<file path="config.mk">
export PLATFORM = sky130hd
export DESIGN_NAME = rx_quality_indicators_antenna_diversity
export DESIGN_NICKNAME = d
export VERILOG_FILES = /design/src/rxq_pkg.sv /design/src/rx_quality_indicators_antenna_diversity.sv
export SDC_FILE = /design/constraint.sdc
export NUM_CORES = 1
export LEC_CHECK = 0
export BUFFER_PORTS_ARGS = -buffer_cell sky130_fd_sc_hd__buf_4
export CAP_MARGIN = 30
export CELL_PAD_IN_SITES_DETAIL_PLACEMENT = 0
export CELL_PAD_IN_SITES_GLOBAL_PLACEMENT = 1
export CORE_MARGIN = 3
export CORE_UTILIZATION = 50
export CTS_CLUSTER_SIZE = 30
export DETAILED_ROUTE_END_ITERATION = 16
export PLACE_DENSITY_LB_ADDON = 0.3
export SETUP_SLACK_MARGIN = 0.2
export SLEW_MARGIN = 20
export SYNTH_ARGS = -nofsm -noshare
export SYNTH_HDL_FRONTEND = slang
export SYNTH_SLANG_ARGS = --single-unit
</file>
<file path="constraint.sdc">
create_clock -name sys_clk -period 23.8 [get_ports sys_clk]
set_input_delay 3.57 -clock sys_clk [delete_from_list [all_inputs] [get_ports sys_clk]]
set_output_delay 3.57 -clock sys_clk [all_outputs]
set_load 0.03 [all_outputs]
</file>
<file path="src/rxq_pkg.sv">
// Shared constants, register map and carrier types of the receiver quality block
package rxq_pkg;

	localparam int ADDR_W = 8;
	localparam int DATA_W = 32;
	localparam int LVL_W  = 8;
	localparam int SQI_W  = 6;
	localparam int SYNC_W = 32;

	// -------------------------------------------------------------
	// Register map
	// -------------------------------------------------------------
	localparam logic [ADDR_W-1:0] REG_CTRL   = 8'h00;
	localparam logic [ADDR_W-1:0] REG_THRESH = 8'h04;
	localparam logic [ADDR_W-1:0] REG_ANT    = 8'h08;
	localparam logic [ADDR_W-1:0] REG_SYNC0  = 8'h0C;
	localparam logic [ADDR_W-1:0] REG_SYNC1  = 8'h10;
	localparam logic [ADDR_W-1:0] REG_CAPT   = 8'h14;
	localparam logic [ADDR_W-1:0] REG_RUN    = 8'h18;
	localparam logic [ADDR_W-1:0] REG_PQI    = 8'h1C;
	localparam logic [ADDR_W-1:0] REG_SQI    = 8'h20;
	localparam logic [ADDR_W-1:0] REG_STAT   = 8'h24;

	localparam logic [1:0] RESP_OKAY   = 2'h0;
	localparam logic [1:0] RESP_SLVERR = 2'h2;

	localparam logic [DATA_W-1:0] CTRL_RST     = 32'h0000_0001;
	localparam logic [DATA_W-1:0] THRESH_RST   = 32'h0010_0000;
	localparam logic [DATA_W-1:0] ANT_RST      = 32'h0000_0000;
	localparam logic [DATA_W-1:0] SYNC_RST     = 32'h0000_0000;
	localparam logic [DATA_W-1:0] CTRL_WMASK   = 32'h0000_003F;
	localparam logic [DATA_W-1:0] THRESH_WMASK = 32'h001F_FFFF;
	localparam logic [DATA_W-1:0] ANT_WMASK    = 32'h0000_007F;

	// Status and readback bit positions
	localparam int STAT_CS     = 0;
	localparam int STAT_ANT    = 1;
	localparam int STAT_PQV    = 2;
	localparam int STAT_SQV    = 3;
	localparam int SQI_SEC_BIT = 6;

	// -------------------------------------------------------------
	// Signal level and quality arithmetic
	// -------------------------------------------------------------
	// Level code zero sits this many dB below 0 dBm
	localparam int SIGNAL_OFFSET_DBM = 146;
	localparam logic [LVL_W:0] CS_HYST_DB     = 9'h003;
	localparam logic [LVL_W:0] CS_DYN_STEP_DB = 9'h006;
	localparam logic [LVL_W-1:0] PQI_INC      = 8'h01;
	localparam logic [LVL_W-1:0] PQI_DEC      = 8'h04;
	localparam logic [LVL_W-1:0] LVL_MAX      = 8'hFF;
	localparam int PREAMBLE_QUALITY_THRESHOLD_SHIFT = 2;
	localparam int SYNC_QUALITY_THRESHOLD_SHIFT = 1;
	localparam int MEAS_BASE    = 24;

	// -------------------------------------------------------------
	// Carrier types
	// -------------------------------------------------------------
	typedef struct packed {
		logic [25:0] rsvd;
		logic        ook;
		logic [1:0]  cs_mode;
		logic        blank_en;
		logic        antenna_diversity_enable;
		logic        sync_quality_check_enable;
	} ctrl_type;

	typedef struct packed {
		logic [10:0]      rsvd;
		logic [SQI_W-1:0] sync_word_length;
		logic [2:0]       sync_quality_threshold;
		logic [3:0]       preamble_quality_threshold;
		logic [LVL_W-1:0] signal_threshold;
	} thresh_type;

	typedef struct packed {
		logic [24:0] rsvd;
		logic [2:0]  antenna_measure_time_exp;
		logic [3:0]  channel_filter_setting;
	} ant_type;

	typedef struct packed {
		logic              rx_on;
		logic [LVL_W-1:0]  rssi;
		logic              bit_valid;
		logic              bit_val;
		logic              sync_end;
		logic              abort_command;
		logic              rx_timeout;
	} demod_type;

	typedef struct packed {
		logic [ADDR_W-1:0] awaddr;
		logic              awvalid;
		logic [DATA_W-1:0] wdata;
		logic [3:0]        wstrb;
		logic              wvalid;
		logic              bready;
		logic [ADDR_W-1:0] araddr;
		logic              arvalid;
		logic              rready;
	} axil_req_type;

	typedef struct packed {
		logic              awready;
		logic              wready;
		logic [1:0]        bresp;
		logic              bvalid;
		logic              arready;
		logic [DATA_W-1:0] rdata;
		logic [1:0]        rresp;
		logic              rvalid;
	} axil_rsp_type;

endpackage

</file>
<file path="src/rx_quality_indicators_antenna_diversity.sv">
// Receiver quality indicators, carrier sense, blanking and antenna diversity
//
// Local design decisions: register access over AXI4-Lite and the address map.
`timescale 1ns/10ps
`default_nettype none
// What this block does
// - Signal level is an 8-bit code in 1 dB steps, zero at -146 dBm.
// - Captured level latches on sync end, abort command or receive timeout.
// - Running level follows the signal-strength filter every cycle.
// - Each running level read returns a fresh value.
// - Static mode: assert above threshold, release 3 dB below it.
// - Dynamic modes: assert above threshold on 6/12/18 dB rise, release on fall.
// - Carrier sense output starts recovery and feeds listen-before-talk.
// - Preamble score adds 1 per bit change, subtracts 4 per repeat.
// - Preamble peak above four times threshold fires preamble valid once.
// - Sync quality is peak correlation of bit stream with expected word.
// - Checked sync valid fires when peak reaches length minus twice threshold.
// - Sync readback: peak in bits 5:0, bit 6 marks secondary word.
// - With blanking on, rx_data_valid is suppressed below signal threshold; rx_data still follows the bit.
// - Diversity alternates antennas until carrier sense, then keeps stronger one.
// - Antenna select drives a pin and status bit 1.
// - Measure interval is 24 shifted by filter exponent plus time field.
// - FSK: settle whole interval, sample once at its end.
// - OOK: settle one interval, then track peak over a second interval.
module rx_quality_indicators_antenna_diversity
#(
	parameter int CNT_W = 29
)
(
	input  wire logic                  sys_clk,
	input  wire logic                  rstn,
	input  wire rxq_pkg::axil_req_type s_axi_req,
	output var  rxq_pkg::axil_rsp_type s_axi_rsp,
	input  wire rxq_pkg::demod_type    demod,
	output logic                       carrier_sense,
	output logic                       antenna_switch,
	output logic                       rx_data,
	output logic                       rx_data_valid,
	output logic                       preamble_valid,
	output logic                       sync_valid
);
	import rxq_pkg::*;

	typedef enum {AS_IDLE, AS_SETTLE, AS_MEASURE, AS_FROZEN} as_state_type;

	function automatic logic [DATA_W-1:0] merge_bytes(input logic [DATA_W-1:0] old_v,
		input logic [DATA_W-1:0] new_v, input logic [3:0] strb);
		logic [DATA_W-1:0] res;
		res = old_v;
		for (int i = 0; i < 4; i++)
		begin
			if (strb[i])
				res[i*8 +: 8] = new_v[i*8 +: 8];
		end
		return res;
	endfunction

	function automatic logic [SQI_W-1:0] correlate(input logic [SYNC_W-1:0] a,
		input logic [SYNC_W-1:0] b, input logic [SQI_W-1:0] len);
		logic [SQI_W-1:0] cnt;
		cnt = '0;
		for (int i = 0; i < SYNC_W; i++)
		begin
			if ((i < int'(len)) && (a[i] == b[i]))
				cnt = cnt + 1'b1;
		end
		return cnt;
	endfunction

	function automatic logic [CNT_W-1:0] meas_reload(input logic [3:0] e,
		input logic [2:0] m);
		logic [CNT_W-1:0] len;
		len = CNT_W'(MEAS_BASE) << (5'(e) + 5'(m));
		return len - 1'b1;
	endfunction

	ctrl_type          ctrl_ff;
	thresh_type        thr_ff;
	ant_type           antc_ff;
	as_state_type      as_state_ff;
	logic [SYNC_W-1:0] sync0_ff, sync1_ff, shift_ff;
	logic [DATA_W-1:0] rdata_ff, wdata_ff, nxt_rdata;
	logic [ADDR_W-1:0] waddr_ff;
	logic [CNT_W-1:0]  as_cnt_ff, as_reload;
	logic [LVL_W-1:0]  capt_lvl_ff, run_lvl_ff, cs_ref_ff, pqi_ff, pqi_peak_ff, as_peak_ff;
	logic [LVL_W-1:0]  as_pwr_ff [2];
	logic [LVL_W:0]    rssi9, th9, ref9, cs_step;
	logic [SQI_W-1:0]  seen_ff, sqi_peak_ff, corr0, corr1;
	logic [3:0]        wstrb_ff;
	logic [1:0]        bresp_ff, rresp_ff;
	logic              awready_ff, wready_ff, bvalid_ff, arready_ff, rvalid_ff;
	logic              aw_have_ff, w_have_ff, wr_fire, wr_ok, nxt_rd_ok;
	logic              rx_on_d_ff, rx_entry, prev_bit_ff, have_prev_ff;
	logic              pqi_hit_ff, sqi_sec_ff, sqi_hit_ff, sync_full;

	assign s_axi_rsp = '{awready_ff, wready_ff, bresp_ff, bvalid_ff, arready_ff, rdata_ff,
		rresp_ff, rvalid_ff};

	// -------------------------------------------------------------
	// Register bus: write path
	// -------------------------------------------------------------
	assign wr_fire = aw_have_ff && w_have_ff && !bvalid_ff;
	assign wr_ok = (waddr_ff == REG_CTRL) || (waddr_ff == REG_THRESH) ||
		(waddr_ff == REG_ANT) || (waddr_ff == REG_SYNC0) || (waddr_ff == REG_SYNC1);

	always_ff @(posedge sys_clk or negedge rstn)
	begin
		if (!rstn)
		begin
			awready_ff <= 1'b0;
			aw_have_ff <= 1'b0;
			waddr_ff   <= '0;
		end
		else if (s_axi_req.awvalid && awready_ff)
		begin
			awready_ff <= 1'b0;
			aw_have_ff <= 1'b1;
			waddr_ff   <= s_axi_req.awaddr;
		end
		else if (wr_fire)
			aw_have_ff <= 1'b0;
		else if (!aw_have_ff && !bvalid_ff)
			awready_ff <= 1'b1;
	end

	always_ff @(posedge sys_clk or negedge rstn)
	begin
		if (!rstn)
		begin
			wready_ff <= 1'b0;
			w_have_ff <= 1'b0;
			wdata_ff  <= '0;
			wstrb_ff  <= '0;
		end
		else if (s_axi_req.wvalid && wready_ff)
		begin
			wready_ff <= 1'b0;
			w_have_ff <= 1'b1;
			wdata_ff  <= s_axi_req.wdata;
			wstrb_ff  <= s_axi_req.wstrb;
		end
		else if (wr_fire)
			w_have_ff <= 1'b0;
		else if (!w_have_ff && !bvalid_ff)
			wready_ff <= 1'b1;
	end

	always_ff @(posedge sys_clk or negedge rstn)
	begin
		if (!rstn)
		begin
			bvalid_ff <= 1'b0;
			bresp_ff  <= RESP_OKAY;
		end
		else if (wr_fire)
		begin
			bvalid_ff <= 1'b1;
			bresp_ff  <= wr_ok ? RESP_OKAY : RESP_SLVERR;
		end
		else if (bvalid_ff && s_axi_req.bready)
			bvalid_ff <= 1'b0;
	end

	// Reserved bits are masked on write so they always read back as zero
	always_ff @(posedge sys_clk or negedge rstn)
	begin
		if (!rstn)
		begin
			ctrl_ff  <= ctrl_type'(CTRL_RST);
			thr_ff   <= thresh_type'(THRESH_RST);
			antc_ff  <= ant_type'(ANT_RST);
			sync0_ff <= SYNC_RST;
			sync1_ff <= SYNC_RST;
		end
		else if (wr_fire)
		begin
			case (waddr_ff)
				REG_CTRL:
					ctrl_ff <= ctrl_type'(merge_bytes(ctrl_ff, wdata_ff, wstrb_ff) & CTRL_WMASK);
				REG_THRESH:
					thr_ff <= thresh_type'(merge_bytes(thr_ff, wdata_ff, wstrb_ff) & THRESH_WMASK);
				REG_ANT:
					antc_ff <= ant_type'(merge_bytes(antc_ff, wdata_ff, wstrb_ff) & ANT_WMASK);
				REG_SYNC0:
					sync0_ff <= merge_bytes(sync0_ff, wdata_ff, wstrb_ff);
				REG_SYNC1:
					sync1_ff <= merge_bytes(sync1_ff, wdata_ff, wstrb_ff);
				default: ;
			endcase
		end
	end

	// -------------------------------------------------------------
	// Register bus: read path
	// -------------------------------------------------------------
	always_comb
	begin
		nxt_rdata = '0;
		nxt_rd_ok = 1'b1;
		case (s_axi_req.araddr)
			REG_CTRL:   nxt_rdata = ctrl_ff;
			REG_THRESH: nxt_rdata = thr_ff;
			REG_ANT:    nxt_rdata = antc_ff;
			REG_SYNC0:  nxt_rdata = sync0_ff;
			REG_SYNC1:  nxt_rdata = sync1_ff;
			REG_CAPT:   nxt_rdata = DATA_W'(capt_lvl_ff);
			REG_RUN:    nxt_rdata = DATA_W'(run_lvl_ff);
			REG_PQI:    nxt_rdata = DATA_W'(pqi_peak_ff);
			REG_SQI:
			begin
				nxt_rdata = DATA_W'(sqi_peak_ff);
				nxt_rdata[SQI_SEC_BIT] = sqi_sec_ff;
			end
			REG_STAT:
			begin
				nxt_rdata[STAT_CS]  = carrier_sense;
				nxt_rdata[STAT_ANT] = antenna_switch;
				nxt_rdata[STAT_PQV] = pqi_hit_ff;
				nxt_rdata[STAT_SQV] = sqi_hit_ff;
			end
			default:    nxt_rd_ok = 1'b0;
		endcase
	end

	always_ff @(posedge sys_clk or negedge rstn)
	begin
		if (!rstn)
		begin
			arready_ff <= 1'b0;
			rvalid_ff  <= 1'b0;
			rdata_ff   <= '0;
			rresp_ff   <= RESP_OKAY;
		end
		else if (s_axi_req.arvalid && arready_ff)
		begin
			arready_ff <= 1'b0;
			rvalid_ff  <= 1'b1;
			rdata_ff   <= nxt_rdata;
			rresp_ff   <= nxt_rd_ok ? RESP_OKAY : RESP_SLVERR;
		end
		else if (rvalid_ff && s_axi_req.rready)
		begin
			rvalid_ff  <= 1'b0;
			arready_ff <= 1'b1;
		end
		else if (!rvalid_ff)
			arready_ff <= 1'b1;
	end

	// -------------------------------------------------------------
	// Signal level capture
	// -------------------------------------------------------------
	assign rx_entry = demod.rx_on && !rx_on_d_ff;

	always_ff @(posedge sys_clk or negedge rstn)
	begin
		if (!rstn)
			rx_on_d_ff <= 1'b0;
		else
			rx_on_d_ff <= demod.rx_on;
	end

	always_ff @(posedge sys_clk or negedge rstn)
	begin
		if (!rstn)
		begin
			run_lvl_ff  <= '0;
			capt_lvl_ff <= '0;
		end
		else
		begin
			run_lvl_ff <= demod.rssi;
			if (demod.sync_end || demod.abort_command || demod.rx_timeout)
				capt_lvl_ff <= demod.rssi;
		end
	end

	// -------------------------------------------------------------
	// Carrier sense
	// -------------------------------------------------------------
	assign rssi9   = {1'b0, demod.rssi};
	assign th9     = {1'b0, thr_ff.signal_threshold};
	assign ref9    = {1'b0, cs_ref_ff};
	assign cs_step = (LVL_W+1)'(ctrl_ff.cs_mode * CS_DYN_STEP_DB);

	// Reference keeps the last trough or crest, so steps count from an extreme
	always_ff @(posedge sys_clk or negedge rstn)
	begin
		if (!rstn)
		begin
			carrier_sense <= 1'b0;
			cs_ref_ff     <= LVL_MAX;
		end
		else if (rx_entry)
		begin
			carrier_sense <= 1'b0;
			cs_ref_ff     <= LVL_MAX;
		end
		else if (ctrl_ff.cs_mode == 2'd0)
		begin
			if (!carrier_sense && (rssi9 > th9))
				carrier_sense <= 1'b1;
			else if (carrier_sense && (rssi9 + CS_HYST_DB <= th9))
				carrier_sense <= 1'b0;
		end
		else if (!carrier_sense)
		begin
			if ((rssi9 > th9) && (rssi9 >= ref9 + cs_step))
			begin
				carrier_sense <= 1'b1;
				cs_ref_ff     <= demod.rssi;
			end
			else if (demod.rssi < cs_ref_ff)
				cs_ref_ff <= demod.rssi;
		end
		else
		begin
			if (rssi9 + cs_step <= ref9)
			begin
				carrier_sense <= 1'b0;
				cs_ref_ff     <= demod.rssi;
			end
			else if (demod.rssi > cs_ref_ff)
				cs_ref_ff <= demod.rssi;
		end
	end

	// -------------------------------------------------------------
	// Preamble quality
	// -------------------------------------------------------------
	always_ff @(posedge sys_clk or negedge rstn)
	begin
		if (!rstn)
		begin
			prev_bit_ff  <= 1'b0;
			have_prev_ff <= 1'b0;
			pqi_ff       <= '0;
			pqi_peak_ff  <= '0;
		end
		else if (rx_entry)
		begin
			have_prev_ff <= 1'b0;
			pqi_ff       <= '0;
			pqi_peak_ff  <= '0;
		end
		else if (demod.bit_valid)
		begin
			prev_bit_ff  <= demod.bit_val;
			have_prev_ff <= 1'b1;
			if (have_prev_ff && (demod.bit_val != prev_bit_ff) && (pqi_ff != LVL_MAX))
				pqi_ff <= pqi_ff + PQI_INC;
			else if (have_prev_ff && (demod.bit_val == prev_bit_ff))
				pqi_ff <= (pqi_ff > PQI_DEC) ? pqi_ff - PQI_DEC : '0;
		end
		else if (pqi_ff > pqi_peak_ff)
			pqi_peak_ff <= pqi_ff;
	end

	always_ff @(posedge sys_clk or negedge rstn)
	begin
		if (!rstn)
		begin
			pqi_hit_ff     <= 1'b0;
			preamble_valid <= 1'b0;
		end
		else
		begin
			preamble_valid <= 1'b0;
			if (rx_entry)
				pqi_hit_ff <= 1'b0;
			else if (!pqi_hit_ff &&
				(pqi_peak_ff > (LVL_W'(thr_ff.preamble_quality_threshold) << PREAMBLE_QUALITY_THRESHOLD_SHIFT)))
			begin
				pqi_hit_ff     <= 1'b1;
				preamble_valid <= 1'b1;
			end
		end
	end

	// -------------------------------------------------------------
	// Sync quality
	// -------------------------------------------------------------
	assign corr0     = correlate(shift_ff, sync0_ff, thr_ff.sync_word_length);
	assign corr1     = correlate(shift_ff, sync1_ff, thr_ff.sync_word_length);
	assign sync_full = seen_ff >= thr_ff.sync_word_length;

	always_ff @(posedge sys_clk or negedge rstn)
	begin
		if (!rstn)
		begin
			shift_ff    <= '0;
			seen_ff     <= '0;
			sqi_peak_ff <= '0;
			sqi_sec_ff  <= 1'b0;
		end
		else if (rx_entry)
		begin
			seen_ff     <= '0;
			sqi_peak_ff <= '0;
			sqi_sec_ff  <= 1'b0;
		end
		else
		begin
			if (demod.bit_valid)
			begin
				shift_ff <= {shift_ff[SYNC_W-2:0], demod.bit_val};
				if (seen_ff < SQI_W'(SYNC_W))
					seen_ff <= seen_ff + 1'b1;
			end
			if (sync_full && (corr1 > corr0) && (corr1 > sqi_peak_ff))
			begin
				sqi_peak_ff <= corr1;
				sqi_sec_ff  <= 1'b1;
			end
			else if (sync_full && (corr0 > sqi_peak_ff))
			begin
				sqi_peak_ff <= corr0;
				sqi_sec_ff  <= 1'b0;
			end
		end
	end

	always_ff @(posedge sys_clk or negedge rstn)
	begin
		if (!rstn)
		begin
			sqi_hit_ff <= 1'b0;
			sync_valid <= 1'b0;
		end
		else
		begin
			sync_valid <= 1'b0;
			if (rx_entry)
				sqi_hit_ff <= 1'b0;
			else if (!sqi_hit_ff && (ctrl_ff.sync_quality_check_enable ?
				((SQI_W+1)'(sqi_peak_ff) + ((SQI_W+1)'(thr_ff.sync_quality_threshold)
				<< SYNC_QUALITY_THRESHOLD_SHIFT) >= (SQI_W+1)'(thr_ff.sync_word_length)) :
				demod.sync_end))
			begin
				sqi_hit_ff <= 1'b1;
				sync_valid <= 1'b1;
			end
		end
	end

	// -------------------------------------------------------------
	// Data blanking
	// -------------------------------------------------------------
	always_ff @(posedge sys_clk or negedge rstn)
	begin
		if (!rstn)
		begin
			rx_data       <= 1'b0;
			rx_data_valid <= 1'b0;
		end
		else
		begin
			rx_data       <= demod.bit_val;
			rx_data_valid <= demod.bit_valid && !(ctrl_ff.blank_en &&
				(demod.rssi < thr_ff.signal_threshold));
		end
	end

	// -------------------------------------------------------------
	// Antenna diversity
	// -------------------------------------------------------------
	// interval length
	assign as_reload = meas_reload(antc_ff.channel_filter_setting,
		antc_ff.antenna_measure_time_exp);

	always_ff @(posedge sys_clk or negedge rstn)
	begin
		if (!rstn)
		begin
			as_state_ff    <= AS_IDLE;
			as_cnt_ff      <= '0;
			as_peak_ff     <= '0;
			as_pwr_ff[0]   <= '0;
			as_pwr_ff[1]   <= '0;
			antenna_switch <= 1'b0;
		end
		else if (rx_entry || !demod.rx_on || !ctrl_ff.antenna_diversity_enable)
		begin
			as_state_ff  <= AS_IDLE;
			as_pwr_ff[0] <= '0;
			as_pwr_ff[1] <= '0;
			if (rx_entry)
				antenna_switch <= 1'b0;
		end
		else
		begin
			case (as_state_ff)
				AS_IDLE:
				begin
					as_state_ff <= AS_SETTLE;
					as_cnt_ff   <= as_reload;
				end
				AS_SETTLE, AS_MEASURE:
				begin
					if (as_state_ff == AS_MEASURE && demod.rssi > as_peak_ff)
						as_peak_ff <= demod.rssi;
					if (carrier_sense)
					begin
						as_state_ff <= AS_FROZEN;
						if (as_pwr_ff[~antenna_switch] > as_pwr_ff[antenna_switch])
							antenna_switch <= ~antenna_switch;
					end
					else if (as_cnt_ff != '0)
						as_cnt_ff <= as_cnt_ff - 1'b1;
					else if (as_state_ff == AS_SETTLE && ctrl_ff.ook)
					begin
						as_state_ff <= AS_MEASURE;
						as_cnt_ff   <= as_reload;
						as_peak_ff  <= demod.rssi;
					end
					else
					begin
						as_pwr_ff[antenna_switch] <= (as_state_ff == AS_MEASURE &&
							as_peak_ff > demod.rssi) ? as_peak_ff : demod.rssi;
						antenna_switch <= ~antenna_switch;
						as_state_ff    <= AS_SETTLE;
						as_cnt_ff      <= as_reload;
					end
				end
				AS_FROZEN:
					as_state_ff <= AS_FROZEN;
				default:
					as_state_ff <= AS_IDLE;
			endcase
		end
	end

endmodule
`default_nettype wire

</file>
==> results of run 1 <==
## routing by layer
layer  track usage  wire length (um)  share of wire  up-vias
met5             0                 0              0        -
met4        0.0716              2140          0.027        0
met3        0.0263              3400          0.043      109
met2         0.449             38300           0.48      554
met1         0.356             35900           0.45    11700
li1              -                 -              -    11500
## cell usage in the layout, fill, tap and decap left out, types with 23 or more instances in the layout
master     netlist  final
a21oi_1        172    168
nor3_1          69     67
a31oi_1         27     27
a21o_1          41     41
mux2_2         189    189
mux2i_1         68     68
nor4_1          23     23
and2_1          27     27
a22oi_1         24     24
and3_1          25     25
nor2_1         231    229
a211oi_1        35     33
nand2b_1        33     33
nand2_1        299    297
dfrtp_1        323    321
clkbuf_16        0     37
xor2_1         123    123
xnor2_1        184    183
o21ai_0        197    195
buf_4           11    142
nand4_1         32     32
nand3_1         82     82
nor2b_1         36     34
o22ai_1         37     37
inv_1          147    147
ha_1           191    191
## power groups by stage
stage | clock network (mW) | registers, mW | logic, mW
floorplan | 0 | 0.789 | 2.16
global placement | 0 | 0.841 | 2.63
detailed placement | 0 | 0.848 | 2.69
CTS | 0.599 | 0.839 | 2.71
global route | 0.620 | 0.859 | 3.09
finish | 0.585 | 0.841 | 2.76
## flip-flops by register name (all words and copies together), names as in the netlist, 7 cells and up
| name | cells |
|---|---|
| antc_ff | 7 |
| as_cnt_ff | 29 |
| as_peak_ff | 8 |
| as_pwr_ff | 16 |
| capt_lvl_ff | 8 |
| cs_ref_ff | 8 |
| pqi_ff | 8 |
| pqi_peak_ff | 8 |
| rdata_ff | 32 |
| run_lvl_ff | 8 |
| shift_ff | 32 |
| sync0_ff | 32 |
| sync1_ff | 32 |
| th9 | 8 |
| thr_ff | 13 |
| waddr_ff | 8 |
| wdata_ff | 32 |
## area by class of cell
cell class	instances	share of cell area
clock buffers	54	0.0345
clock inverters	12	0.00491
inverters	150	0.0180
multi-input cells	2534	0.608
flip-flops and latches	333	0.267
well taps	748	0.0299
repair buffers	152	0.0387
## final timing paths
check / startpoint / end / slack, ns
hold / removal: rdata_ff[3]$_DFFE_PN0P_ / rdata_ff[3]$_DFFE_PN0P_ / 0.48
max in group asynchronous: rstn / thr_ff[17]$_DFFE_PN0P_ / 18.82
setup reg to reg: thr_ff[20]$_DFFE_PN1P_ / sqi_peak_ff[5]$_DFFE_PN0P_ / 1.78
hold reg to reg: rdata_ff[3]$_DFFE_PN0P_ / rdata_ff[3]$_DFFE_PN0P_ / 0.48
setup / recovery: thr_ff[20]$_DFFE_PN1P_ / sqi_peak_ff[5]$_DFFE_PN0P_ / 1.78
min in group asynchronous: rstn / as_cnt_ff[15]$_DFFE_PN0P_ / 3.04
## stage by stage
step | setup WS (ns) | power [mW] | hold WS, ns
6_report | 1.78 | 4.18 | 0.480
5_1_grt | 0.163 | 4.57 | 0.511
4_1_cts | 0.927 | 4.15 | 0.484
3_5_place_dp | 1.03 | 3.54 | 0.469
3_3_place_gp | 1.50 | 3.47 | 0.466
2_1_floorplan | 3.55 | 2.95 | 0.426
## cell families after synthesis
group                    Yosys count  synth area share
adder cells (fa/ha/maj)          197            0.0878
buffers and inverters            266            0.0377
flip-flops                       333             0.294
AO/OA/AOI/OAI                    763             0.178
other                              1          0.000132
AND/OR/NAND/NOR                  943             0.160
XOR/XNOR                         370             0.141
multiplexers                     259             0.100
## repair_timing
item / in CTS / in global routing
endpoints found under the setup margin: 0 / 7
setup buffers: 0 / 1
gates resized for setup: 0 / 16
==> run summary, run 1 <==
Outcome: completed
Vias: 23,900
Critical path's most frequent cell: ha_1
Pint: 2.20 mW
Reg area: 0.00835 sq mm
Pins Over Slew Limit: 0
Inserted Clock Buffers: 36
Number of diodes: 0
Clock skew after layout: 0.0147 ns
Final setup vio count: 0
I/O pin count: 120
Top cells by count, synth: dfrtp_1 (323), nand2_1 (299), nor2_1 (231)
Arr. time, crit path: 22.43 ns
DRC: 0
Hold-fix buffer count after cts: 0
FILL cells: 5,005
Share of cells above drive strength 1: 0.161
Clock Power Share: 0.140
Top post-synthesis cells by area: dfrtp_1 (29%), ha_1 (8.4%), mux2_2 (7.5%)
Worst-case reg-to-reg path depth: 113
NetSw: 1.98 mW
Initial antenna violation count: 0
Cell with the most instances after synthesis: dfrtp_1
Final instance area: 0.0313 sq mm
Buffers on Ports: 117
Pwr dens: 133 mW/mm^2
Number of synthesized register bits: 333
Count of endpoints failing hold in the final timing report: 0
Logic pwr share: 0.659
Antenna Nets Post-Route: 0
CP Class: reg2reg
DRT Pass-1 Iters: 8
Gr ovfl total: 0
Routed len/inst: 20.0 um
VDD IR max: 0.107 mV
Vias in the first global route: 23,400
DIE HEIGHT: 244 um
CP bufs+invs: 12
Syn Inst Count: 3,132
Asr flop ratio synth: 1.00
First-pass GRT wire length: 127 mm
Area leader, netlist: dfrtp_1
Slowest Stage Delay on Critical Path: 0.73 ns
Max Fclk: 0.0454 GHz
CP max FO: 26
CP top delay family: adder cells
Most used flip-flop cell after synthesis: dfrtp_1
Area grow syn2layout: 10.6%
CP Depth: 113
Worst-margin pin slew: 1.03 ns
EDFF count, synth: 0
DP HPWL: 61.4 mm
Cell area after placement: 0.0299 sq mm
Num Clock Sinks: 333
Synthesized area: 0.0283 sq mm
Core area: 0.0556 sq mm
Minimum clock period: 22.02 ns
Hold Path Depth: 1
CP required: 24.21 ns
Die Wd: 244 um
Unrepaired setup endpoints after global routing: false
Worst slew margin: 0.296
Pin count of the biggest net entering global routing: 168
Top-area cell type share of the netlist area: 0.285
# placed instances: 3,912
Number of unique standard cell types used by synthesis: 112
Max cap viols: 0
Syn Area/Cell: 9.05 sq um
P_leak: 14.1 nW
Critical Path Start Type: flop
Die footprint: 0.0596 sq mm
Period Utilization, post-route: 0.925
Switching part of the total: 0.473
Initial Utilization: 0.509
Seq/Total Area, Yosys: 0.294
Seq pwr share: 0.201
Reg clk slew, reported paths: 0.07 ns
Clk buf depth: 3
Multi-input logic area: 0.0190 sq mm
Fin util: 0.563
Overall routing resource usage: 0.263
Hold WC Path Type: reg2reg
Yosys synthesis warning count: 0
Clock insertion delay at the later pin of the skew report: 0.53 ns
Row cnt: 86
Slowest-stage cell, CP: dfstp_4
Final WL: 79.7 mm
Clock root buffer: clkbuf_16
Via/cell ratio: 6.00
Number of DRC markers in iteration 0: 1,734
Post-Layout Cell Count: 3,983
Gpl congestion: 0.944
Htree depth: 2
Final setup TNS: 0 ns
Layout Nets: 3,475
Crit end category: flop
CTS tree: yes
Power figures use the tool's default switching activity.
==> run 2, diff against run 1 <==
--- a/config.mk
+++ b/config.mk
@@ -5,7 +5,7 @@
 export SDC_FILE = /design/constraint.sdc
 export NUM_CORES = 1
 export LEC_CHECK = 0
-export BUFFER_PORTS_ARGS = -buffer_cell sky130_fd_sc_hd__buf_4
+export BUFFER_PORTS_ARGS = -buffer_cell sky130_fd_sc_hd__buf_2
 export CAP_MARGIN = 30
 export CELL_PAD_IN_SITES_DETAIL_PLACEMENT = 0
 export CELL_PAD_IN_SITES_GLOBAL_PLACEMENT = 1
@@ -14,7 +14,7 @@
 export CTS_CLUSTER_SIZE = 30
 export DETAILED_ROUTE_END_ITERATION = 16
 export PLACE_DENSITY_LB_ADDON = 0.3
-export SETUP_SLACK_MARGIN = 0.2
+export SETUP_SLACK_MARGIN = 0.05
 export SLEW_MARGIN = 20
 export SYNTH_ARGS = -nofsm -noshare
 export SYNTH_HDL_FRONTEND = slang
==> run 2 against run 1 <==
Register-to-register slack worse by 0.18 ns. Clock skew about the same. Clock power shrank 3.6%. Clock-buffer cell count shrank 1. Power shrank 0.18%. Combinational power about the same. Critical endpoint is now sqi_peak_ff[4]$_DFFE_PN0P_. Largest power group unchanged.
==> run summary, run 2 (synthesized netlist as in run 1, its figures left out) <==
Outcome: completed
Worst setup endpoint: sqi_peak_ff[4]$_DFFE_PN0P_
Cell area after placement: 0.0297 sq mm
First-pass GRT wire length: 128 mm
CTS tree: yes
Arr. time, crit path: 22.61 ns
Layout Nets: 3,475
Number of DRC markers in iteration 0: 1,751
Worst R2R Setup Slack: 1.60 ns
CP Class: reg2reg
Pin count of the biggest net entering global routing: 173
CP max FO: 24
Slowest Stage Delay on Critical Path: 0.60 ns
Final setup TNS: 0 ns
Overall routing resource usage: 0.264
Crit end category: flop
Unrepaired setup endpoints after global routing: false
Number of diodes: 0
CP Depth: 113
Minimum clock period: 22.20 ns
Clk buf depth: 3
Antenna Nets Post-Route: 0
Pins Over Slew Limit: 0
Slowest-stage cell, CP: dfrtp_4
Die footprint: 0.0596 sq mm
Launch point of the worst path: thr_ff[16]$_DFFE_PN0P_
Via/cell ratio: 6.00
Commonest cells after routing, fill and taps aside: dfrtp_1 (322), nand2_1 (297), nor2_1 (229)
Clock insertion delay at the later pin of the skew report: 0.53 ns
Gr ovfl total: 0
Routed len/inst: 20.1 um
Post-Layout Cell Count: 3,980
Die Wd: 244 um
Area grow syn2layout: 9.31%
DRT Pass-1 Iters: 7
DRC: 0
Vias in the first global route: 23,500
Max cap viols: 0
CP top delay family: adder cells
Final setup vio count: 0
Reg2Reg Launch Point: thr_ff[16]$_DFFE_PN0P_
Share of cells above drive strength 1: 0.161
VDD IR max: 0.0902 mV
FILL cells: 5,073
Buffers on Ports: 117
Core area: 0.0556 sq mm
Final instance area: 0.0310 sq mm
DIE HEIGHT: 244 um
Hold Path Depth: 1
Worst-margin pin slew: 1.01 ns
Reg2reg end: sqi_peak_ff[4]$_DFFE_PN0P_
Period Utilization, post-route: 0.933
Num Clock Sinks: 333
Clock root buffer: clkbuf_16
# placed instances: 3,912
Final WL: 79.9 mm
CP bufs+invs: 11
DP HPWL: 61.5 mm
Reg clk slew, reported paths: 0.07 ns
Worst slew margin: 0.325
Row cnt: 86
Max Fclk: 0.0450 GHz
P_leak: 14.0 nW
Inserted Clock Buffers: 36
Count of endpoints failing hold in the final timing report: 0
Hold-fix buffer count after cts: 0
Htree depth: 2
Vias: 23,900
Pwr dens: 135 mW/mm^2
CP required: 24.21 ns
Clock skew after layout: 0.0143 ns
Critical Path Start Type: flop
Initial antenna violation count: 2
Critical path's most frequent cell: ha_1
Worst-case reg-to-reg path depth: 113
Most common cell after layout, fill and taps aside: dfrtp_1
Hold WC Path Type: reg2reg
Gpl congestion: 0.933
Initial Utilization: 0.509
I/O pin count: 120
run 2: changes by cell type in the layout (fill, tap and decap cells not counted), moves of 2 or more:
cell and delta:
buf_2 +115, buf_4 -113, bufinv_16 -3, clkbuf_1 -4, clkbuf_8 +2, dfrtp_2 -2
run 2: area by class of cell:
| class | count | area [sq um] | area share |
|---|---|---|---|
| multi-input combinational | 2534 | 19000 | 0.614 |
| sequential | 333 | 8350 | 0.270 |
| clock buffer | 53 | 1120 | 0.0361 |
| tap | 748 | 936 | 0.0302 |
| timing repair buffer | 152 | 905 | 0.0292 |
| inverter | 150 | 563 | 0.0182 |
| clock inverter | 10 | 82.6 | 0.00267 |
run 2: layer usage:
metal	share of wire	global-route usage
met5	0	0
met4	0.028	0.0769
met3	0.041	0.0237
met2	0.48	0.447
met1	0.45	0.361
run 2: worst min path at each step:
stage | startpoint | end | slack, ns
CTS | rdata_ff[2]$_DFFE_PN0P_ | rdata_ff[2]$_DFFE_PN0P_ | 0.48
global placement | rdata_ff[28]$_DFFE_PN0P_ | rdata_ff[28]$_DFFE_PN0P_ | 0.46
detailed placement | rdata_ff[2]$_DFFE_PN0P_ | rdata_ff[2]$_DFFE_PN0P_ | 0.46
floorplan | sqi_hit_ff$_DFFE_PN0P_ | sync_valid$_DFF_PN0_ | 0.43
finish | rdata_ff[2]$_DFFE_PN0P_ | rdata_ff[2]$_DFFE_PN0P_ | 0.47
global route | bresp_ff[1]$_DFFE_PN0P_ | bresp_ff[1]$_DFFE_PN0P_ | 0.51
run 2: repair_timing:
item | in CTS | in global routing
buffers inserted | 0 | 1
endpoints found under the setup margin | 0 | 7
gates resized for setup | 0 | 13
run 2: power by group:
group	switching [mW]	internal [mW]	leakage, nW
combinational	1.61	1.16	9.09
sequential	0.153	0.688	4.33
clock	0.237	0.327	0.580
total	2.00	2.18	14.0
run 2: stage by stage:
| step | power (mW) | worst slack [ns] | util | hold slack, ns |
|---|---|---|---|---|
| after detailed placement | 3.56 | 1.12 | 0.533 | 0.463 |
| after CTS | 4.15 | 0.966 | 0.555 | 0.477 |
| after global routing | 4.56 | 0.0588 | 0.557 | 0.507 |
| after floorplan | 2.95 | 3.55 | - | 0.426 |
| after global placement | 3.46 | 1.58 | 0.532 | 0.464 |
| final | 4.17 | 1.60 | 0.557 | 0.473 |
